### src/verilog/fpc_defs.svh
// Field layouts, biases and sizes of the four floating-point formats
`ifndef FPC_DEFS_SVH
`define FPC_DEFS_SVH
// Sign bit positions, sign at the top of each format
`define FPC_H_SIGN 15
`define FPC_S_SIGN 31
`define FPC_D_SIGN 63
`define FPC_E_SIGN 79
// Exponent field widths
`define FPC_H_EW 5
`define FPC_S_EW 8
`define FPC_D_EW 11
`define FPC_E_EW 15
// Fraction field widths
`define FPC_H_FW 10
`define FPC_S_FW 23
`define FPC_D_FW 52
`define FPC_E_FW 63
// Explicit integer bit of the extended format
`define FPC_E_INT 63
// Exponent biases
`define FPC_H_BIAS 15'h000f
`define FPC_S_BIAS 15'h007f
`define FPC_D_BIAS 15'h03ff
`define FPC_E_BIAS 15'h3fff
// Memory image size in bytes
`define FPC_H_BYTES 4'h2
`define FPC_S_BYTES 4'h4
`define FPC_D_BYTES 4'h8
`define FPC_E_BYTES 4'ha
// One-hot class flag positions
`define FPC_C_ZERO 0
`define FPC_C_DENORM 1
`define FPC_C_NORMAL 2
`define FPC_C_INF 3
`define FPC_C_SIGNALLING_NAN 4
`define FPC_C_QUIET_NAN 5
`define FPC_NCLS 6
`endif

### src/verilog/fpc_pkg.sv
// Types shared by the floating-point classifier
package fpc_pkg;
  // Operand format select
  typedef enum logic [1:0] {FMT_HALF, FMT_SINGLE, FMT_DOUBLE, FMT_EXT} fmt_t;
  // Unit that issues the operand
  typedef enum logic {UNIT_STACK, UNIT_VECTOR} unit_t;
endpackage

### src/verilog/float_format_classifier.sv
// Two-stage unpacker and classifier for half, single, double and extended operands
`timescale 1ns/10ps
`include "fpc_defs.svh"

// How it works
// - Standard binary interchange layouts for half, single, double; extended keeps an explicit integer bit
// - Half accepted only for conversion requests
// - Fixed precision, exponent and fraction widths
// - Exponent zero with nonzero fraction is denormal
// - Single and double store fraction only
// - Implied integer one, zero for zero/denormal
// - Extended integer bit 63, fraction top 62
// - Extended integer bit one except zero/denormal
// - Exponent decides zero, denormal, normal, infinity
// - Fraction top bit splits signalling/quiet NaN
// - Indefinite: sign one, quiet, only top bit
// - Biases 15, 127, 1023, 16383
// - Images take 2, 4, 8, 10 bytes
// - Extended only from stack unit
// - Sign zero positive, one negative
module float_format_classifier (
  // Clock and reset
  input wire logic sys_clk,
  input wire logic reset_n,
  // Operand request
  input wire logic in_valid,
  input wire fpc_pkg::fmt_t in_format,
  input wire fpc_pkg::unit_t in_unit,
  input wire logic in_conv,
  input wire logic [79:0] in_operand,
  // Unpacked result
  output logic out_valid,
  output logic out_reject,
  output logic [`FPC_NCLS-1:0] out_class,
  output logic out_indefinite,
  output logic out_int_bad,
  output logic out_sign,
  output logic [14:0] out_exp,
  output logic signed [16:0] out_exp_unb,
  output logic [63:0] out_signif,
  output logic [3:0] out_bytes
);

  // Input stage registers
  logic vld_ff;
  fpc_pkg::fmt_t fmt_ff;
  fpc_pkg::unit_t unit_ff;
  logic conv_ff;
  logic [79:0] op_ff;

  // Operand stage: every request is registered first
  always_ff @(posedge sys_clk or negedge reset_n) begin
    if (!reset_n) begin
      vld_ff <= 1'b0;
      fmt_ff <= fpc_pkg::FMT_HALF;
      unit_ff <= fpc_pkg::UNIT_STACK;
      conv_ff <= 1'b0;
      op_ff <= 80'h0;
    end else begin
      vld_ff <= in_valid;
      fmt_ff <= in_format;
      unit_ff <= in_unit;
      conv_ff <= in_conv;
      op_ff <= in_operand;
    end
  end

  // Per-format fields, fraction left-aligned to 63 bits
  // sign top, exponent, fraction
  wire h_sign = op_ff[`FPC_H_SIGN];
  wire s_sign = op_ff[`FPC_S_SIGN];
  wire d_sign = op_ff[`FPC_D_SIGN];
  wire e_sign = op_ff[`FPC_E_SIGN];
  wire [14:0] h_exp = {{(15-`FPC_H_EW){1'b0}}, op_ff[`FPC_H_SIGN-1 -: `FPC_H_EW]};
  wire [14:0] s_exp = {{(15-`FPC_S_EW){1'b0}}, op_ff[`FPC_S_SIGN-1 -: `FPC_S_EW]};
  wire [14:0] d_exp = {{(15-`FPC_D_EW){1'b0}}, op_ff[`FPC_D_SIGN-1 -: `FPC_D_EW]};
  wire [14:0] e_exp = op_ff[`FPC_E_SIGN-1 -: `FPC_E_EW];
  // single and double carry fraction only
  wire [62:0] h_frac = {op_ff[`FPC_H_FW-1:0], {(63-`FPC_H_FW){1'b0}}};
  wire [62:0] s_frac = {op_ff[`FPC_S_FW-1:0], {(63-`FPC_S_FW){1'b0}}};
  wire [62:0] d_frac = {op_ff[`FPC_D_FW-1:0], {(63-`FPC_D_FW){1'b0}}};
  // extended integer at 63, fraction from 62 down
  wire [62:0] e_frac = op_ff[`FPC_E_FW-1:0];
  wire e_int = op_ff[`FPC_E_INT];

  // Format selection
  wire is_half = (fmt_ff == fpc_pkg::FMT_HALF);
  wire is_single = (fmt_ff == fpc_pkg::FMT_SINGLE);
  wire is_double = (fmt_ff == fpc_pkg::FMT_DOUBLE);
  wire is_ext = (fmt_ff == fpc_pkg::FMT_EXT);
  // sign bit passed as is, one means negative
  wire sel_sign = is_half ? h_sign : is_single ? s_sign : is_double ? d_sign : e_sign;
  wire [14:0] sel_exp = is_half ? h_exp : is_single ? s_exp : is_double ? d_exp : e_exp;
  wire [62:0] sel_frac = is_half ? h_frac : is_single ? s_frac : is_double ? d_frac : e_frac;
  // All-ones exponent for the selected width
  wire [14:0] exp_max = is_half ? 15'h001f : is_single ? 15'h00ff :
                        is_double ? 15'h07ff : 15'h7fff;
  wire [14:0] sel_bias = is_half ? `FPC_H_BIAS : is_single ? `FPC_S_BIAS :
                         is_double ? `FPC_D_BIAS : `FPC_E_BIAS;
  wire [3:0] sel_bytes = is_half ? `FPC_H_BYTES : is_single ? `FPC_S_BYTES :
                         is_double ? `FPC_D_BYTES : `FPC_E_BYTES;

  // Exponent and fraction conditions
  wire exp_zero = (sel_exp == 15'h0);
  wire exp_ones = (sel_exp == exp_max);
  wire frac_zero = (sel_frac == 63'h0);
  wire frac_top = sel_frac[62];

  wire c_zero = exp_zero && frac_zero;
  wire c_denorm = exp_zero && !frac_zero;
  wire c_normal = !exp_zero && !exp_ones;
  wire c_inf = exp_ones && frac_zero;
  // fraction top bit picks the NaN kind
  wire c_signalling_nan = exp_ones && !frac_zero && !frac_top;
  wire c_quiet_nan = exp_ones && frac_top;
  wire [`FPC_NCLS-1:0] sel_class = {c_quiet_nan, c_signalling_nan, c_inf, c_normal, c_denorm, c_zero};

  // implied integer bit, zero for zero and denormal
  wire implied_int = !exp_zero;
  // extended integer bit is explicit, mismatch flagged
  wire sel_int = is_ext ? e_int : implied_int;
  wire int_bad = is_ext && (e_int != implied_int);

  // indefinite is negative quiet NaN with lone top fraction bit
  wire indef = sel_sign && exp_ones && (sel_frac == 63'h4000_0000_0000_0000) && sel_int;

  // Unbiased exponent; denormals use the minimum exponent
  wire [14:0] exp_eff = exp_zero ? 15'h0001 : sel_exp;
  wire signed [16:0] exp_unb = $signed({2'b00, exp_eff}) - $signed({2'b00, sel_bias});

  // half only on a conversion request
  wire rej_half = is_half && !conv_ff;
  // extended refused from the vector unit
  wire rej_ext = is_ext && (unit_ff == fpc_pkg::UNIT_VECTOR);
  // refused operands still decode to standard fields
  wire reject = rej_half || rej_ext;

  // Result stage: all outputs come from these flip-flops
  // results one cycle after the operand stage
  always_ff @(posedge sys_clk or negedge reset_n) begin
    if (!reset_n) begin
      out_valid <= 1'b0;
      out_reject <= 1'b0;
      out_class <= '0;
      out_indefinite <= 1'b0;
      out_int_bad <= 1'b0;
      out_sign <= 1'b0;
      out_exp <= 15'h0;
      out_exp_unb <= 17'sh0;
      out_signif <= 64'h0;
      out_bytes <= 4'h0;
    end else begin
      out_valid <= vld_ff;
      out_reject <= vld_ff && reject;
      out_class <= vld_ff ? sel_class : '0;
      out_indefinite <= vld_ff && indef;
      out_int_bad <= vld_ff && int_bad;
      out_sign <= sel_sign;
      out_exp <= sel_exp;
      out_exp_unb <= exp_unb;
      out_signif <= {sel_int, sel_frac};
      out_bytes <= sel_bytes;
    end
  end

  // Bias recovered from the reported image size, so the check does not reuse the stage mux
  wire [14:0] res_bias = (out_bytes == `FPC_H_BYTES) ? `FPC_H_BIAS :
                         (out_bytes == `FPC_S_BYTES) ? `FPC_S_BIAS :
                         (out_bytes == `FPC_D_BYTES) ? `FPC_D_BIAS : `FPC_E_BIAS;
endmodule

### config.mk
export PLATFORM = sky130hd
export DESIGN_NAME = float_format_classifier
export DESIGN_NICKNAME = d
export VERILOG_FILES = /design/src/verilog/fpc_pkg.sv /design/src/verilog/float_format_classifier.sv
export VERILOG_INCLUDE_DIRS = /design/src /design/src/verilog
export SDC_FILE = /design/constraint.sdc
export NUM_CORES = 1
export LEC_CHECK = 0
export BUFFER_PORTS_ARGS = -buffer_cell sky130_fd_sc_hd__buf_2
export CORE_ASPECT_RATIO = 1.4
export CORE_MARGIN = 2
export CORE_UTILIZATION = 45
export CTS_CLUSTER_DIAMETER = 100
export DETAILED_ROUTE_END_ITERATION = 7
export PLACE_DENSITY = 0.7
export SYNTH_ARGS = -nofsm -noshare
export SYNTH_HDL_FRONTEND = slang
export SYNTH_SLANG_ARGS = --single-unit
### constraint.sdc
create_clock -name sys_clk -period 4.1 [get_ports sys_clk]
set_clock_uncertainty 0.05 [all_clocks]
set_input_delay 0.205 -clock sys_clk [delete_from_list [all_inputs] [get_ports sys_clk]]
set_output_delay 0.205 -clock sys_clk [all_outputs]
set_load 0.01 [all_outputs]
==> results.yml <==
clock_tree:
  clk_path_buf_depth: 2
  clk_latency_ps: 430
  root_buffer: "clkbuf_16"
  cts_tree: "built"
  numClockSinks: 194
  htree_levels: 4
  ctsResizeCount: 0
  clk_pin_slew_worst_paths_ps: 70
  cts_made_buffers: 17
grt:
  antenna_found_initial: 0
  grt_max_degree: 102
  grt.total_usage: 0.242
  grt_pass1_wl_mm: 33.0
  grt_pass1_vias: 5971
  grt-ovfl-total: 0
synthesis:
  synth_area_leaders: "dfrtp_1 63%, mux2i_1 6.9%, nor2_1 3.1%, ha_1 2.4%, nand2_1 2.4%"
  synth_nets: 739
  yosysTopAreaCell: "dfrtp_1"
  yosysWarningCount: 0
  synth_top_area_frac: 0.628
  netlist_area_mm2: 0.00772
  ys_seq_area_frac: 0.628
  async_flop_share: 1.00
  synth_cell_type_count: 60
  synth-edff-count: 0
  netlist_instances: 637
  synth_ff_type: "dfrtp_1"
  syn_area_per_cell_um2: 12.1
  ys_ff_latch: 194
power_and_ir_drop:
  internal_power_mw: 3.37
  pwr-share-seq: 0.473
  leakage_nw: 5.01
  ir_drop_mv: 0.288
  switching_share: 0.263
  pwr-share-clk: 0.376
  powerDensity_mw_per_mm2: 440
  p_sw_mw: 1.20
  pwr-share-comb: 0.150
setup_path:
  slowest_stage: "or4_1"
  critPathTopFamily: "simple AND/OR/NAND/NOR gates"
  cp_max_fo: 12
  path_class: "flop to flop"
  crit_path_end_kind: "flop"
  crit_path_cell_trace: "inv_1, ha_4, mux2_4, o221a_4, nor4_2, nand4b_1, or4_1, nand2b_1, ha_1, inv_1, a31oi_1, a41o_1, a2111oi_2, nor2_1, a221oi_1, xnor2_1"
  cp_num_buf_inv: 2
  cpMostUsedCell: "inv_1"
  max_stage_delay_ps: 430
  worstPathArrival_ps: 4070
  crit_path_start_kind: "flop"
  critical_path_required_ps: 4350
sta:
  hold_slack_ps: 360
  setup_violations: 0
  finalHoldViolCount: 0
  fmax_ghz: 0.262
  worst_pin_slew_ps: 915
  report.final.slew_viol_count: 0
  setup_tns_ps: 0
  min_period_over_period: 0.931
  relSlewSlack: 0.390
  rsz0062_at_grt: "false"
  period_minus_slack_ps: 3820
floorplan:
  die_area_mm2: 0.0182
  coreArea_mm2: 0.0168
  die_x_um: 115
  die_y_um: 159
  num_rows: 56
  io_pins: 198
  initial_utilization: 0.459
placement:
  gp_congestion: 0.932
  io_buffers: 196
  hpwl_mm: 15.1
cells_and_area:
  layout_common_cells: "195 x buf_2, 194 x dfrtp_1, 86 x dlygate4sd3_1, 64 x nor2_1, 53 x mux2i_1"
  diodes: 0
  final_common_cell: "buf_2"
  area_delta_synth_final_pct: 34.5
  nets: 1021
  drive_gt1_frac: 0.278
route:
  wl_per_cell_um: 19.1
  ant_nets: 0
  via_per_inst: 5.20
  drt_first_iter_violations: 518
  routed_wl_mm: 21.7
  drt_first_pass_iters: 5
  drcViolationCount: 0
  dr_total_vias: 5906
outcome:
  outcome: "completed"
worst_hold_path:
  hp-class: "primary input to asynchronous set/reset pin"
job:
  max_cap_viol_count: 0
==> metal layers <==
metal | global-route usage | routed length, um | vias to the layer above
li1 | - | - | 2771
met4 | 0.113 | 854 | 0
met2 | 0.376 | 10400 | 251
met1 | 0.329 | 9340 | 2835
met3 | 0.0464 | 1130 | 49
met5 | 0 | 0 | -
==> cell type report <==
type | count | area (um^2)
Timing Repair Buffer | 295 | 1960
Clock buffer | 20 | 447
Clock inverter | 12 | 170
Fill cell | 1333 | 6430
Multi-Input combinational cell | 397 | 2650
Sequential cell | 194 | 4850
Inverter | 14 | 52.6
Tap cell | 203 | 254
==> path summary, 6_finish.rpt <==
path / from / end / slack [ps] / cells after the start
worst max register to register: fmt_ff[0]$_DFF_PN0_ / out_exp_unb[14]$_DFF_PN0_ / 280 / 16
worst min-delay path: reset_n / op_ff[68]$_DFF_PN0_ / 360 / 2
worst max-delay path: fmt_ff[0]$_DFF_PN0_ / out_exp_unb[14]$_DFF_PN0_ / 280 / 16
worst min register to register: vld_ff$_DFF_PN0_ / out_valid$_DFF_PN0_ / 450 / 0
max in group asynchronous: reset_n / out_signif[4]$_DFF_PN0_ / 2680 / 3
min in group sys_clk: in_operand[46] / op_ff[46]$_DFF_PN0_ / 360 / 2
==> kinds of logic (layout without fill, tap and decap cells) <==
kind of cell | count (synthesis) | after routing | synth area share
and+or+nand+nor | 200 | 200 | 0.126
DFF | 194 | 194 | 0.628
AOI/OAI and AO/OA | 102 | 102 | 0.0857
muxes | 67 | 67 | 0.0905
buffers and inverters | 46 | 341 | 0.0304
adders and majority gates | 15 | 15 | 0.0243
xor gates and xnor gates | 12 | 12 | 0.0136
other | 1 | 1 | 0.000485
==> flip-flops by register name, indices dropped and copies added, names as in the netlist <==
| name | count |
|---|---|
| op_ff | 80 |
| out_class | 6 |
| out_valid | 1 |
| vld_ff | 1 |
| fmt_ff | 2 |
| out_reject | 1 |
| out_int_bad | 1 |
| out_bytes | 3 |
| conv_ff | 1 |
| unit_ff | 1 |
| out_sign | 1 |
| out_indefinite | 1 |
| out_exp | 15 |
| out_signif | 64 |
| out_exp_unb | 16 |
==> through the flow <==
step | power [mW] | cell area, um^2 | cells | worst slack (ps) | utilization
6_report | 4.57 | 10400 | 1135 | 284 | 0.618
5_1_grt | 4.77 | 10400 | 1135 | 23.4 | 0.618
4_1_cts | 4.60 | 10400 | 1134 | 214 | 0.617
3_5_place_dp | 2.82 | 8900 | 1016 | 238 | 0.529
3_3_place_gp | 2.82 | 8900 | 1016 | 395 | 0.529
2_1_floorplan | 2.51 | 7720 | 637 | 72.5 | -
==> repair_timing <==
item | in CTS | in global routing
setup endpoints to repair | 0 | 1
hold buffers | 86 | 0
setup buffers | 0 | 1
hold endpoints to repair | 185 | 0
==> power by group through the flow <==
stage	registers (mW)	logic, mW	clock network (mW)
CTS	2.17	0.684	1.75
global placement	2.20	0.613	0
finish	2.17	0.687	1.72
floorplan	2.22	0.294	0
global route	2.18	0.752	1.84
detailed placement	2.20	0.619	0
==> cell usage after synthesis (all sizes together), types with 3 or more instances <==
| library cell | n |
|---|---|
| nand2 | 50 |
| and3 | 6 |
| and2 | 19 |
| dfrtp | 194 |
| nand4 | 3 |
| nor2 | 64 |
| nor4 | 13 |
| o211ai | 4 |
| mux2 | 14 |
| nor3 | 10 |
| a21oi | 36 |
| xnor2 | 10 |
| o31ai | 3 |
| nand3 | 6 |
| nor2b | 7 |
| o21ai | 21 |
| a21o | 7 |
| nand2b | 7 |
| clkbuf | 7 |
| mux2i | 53 |
| a211oi | 9 |
| buf | 25 |
| ha | 15 |
| a22oi | 3 |
| or4 | 5 |
| inv | 14 |
Note: power is estimated with default switching activity, not from simulation.
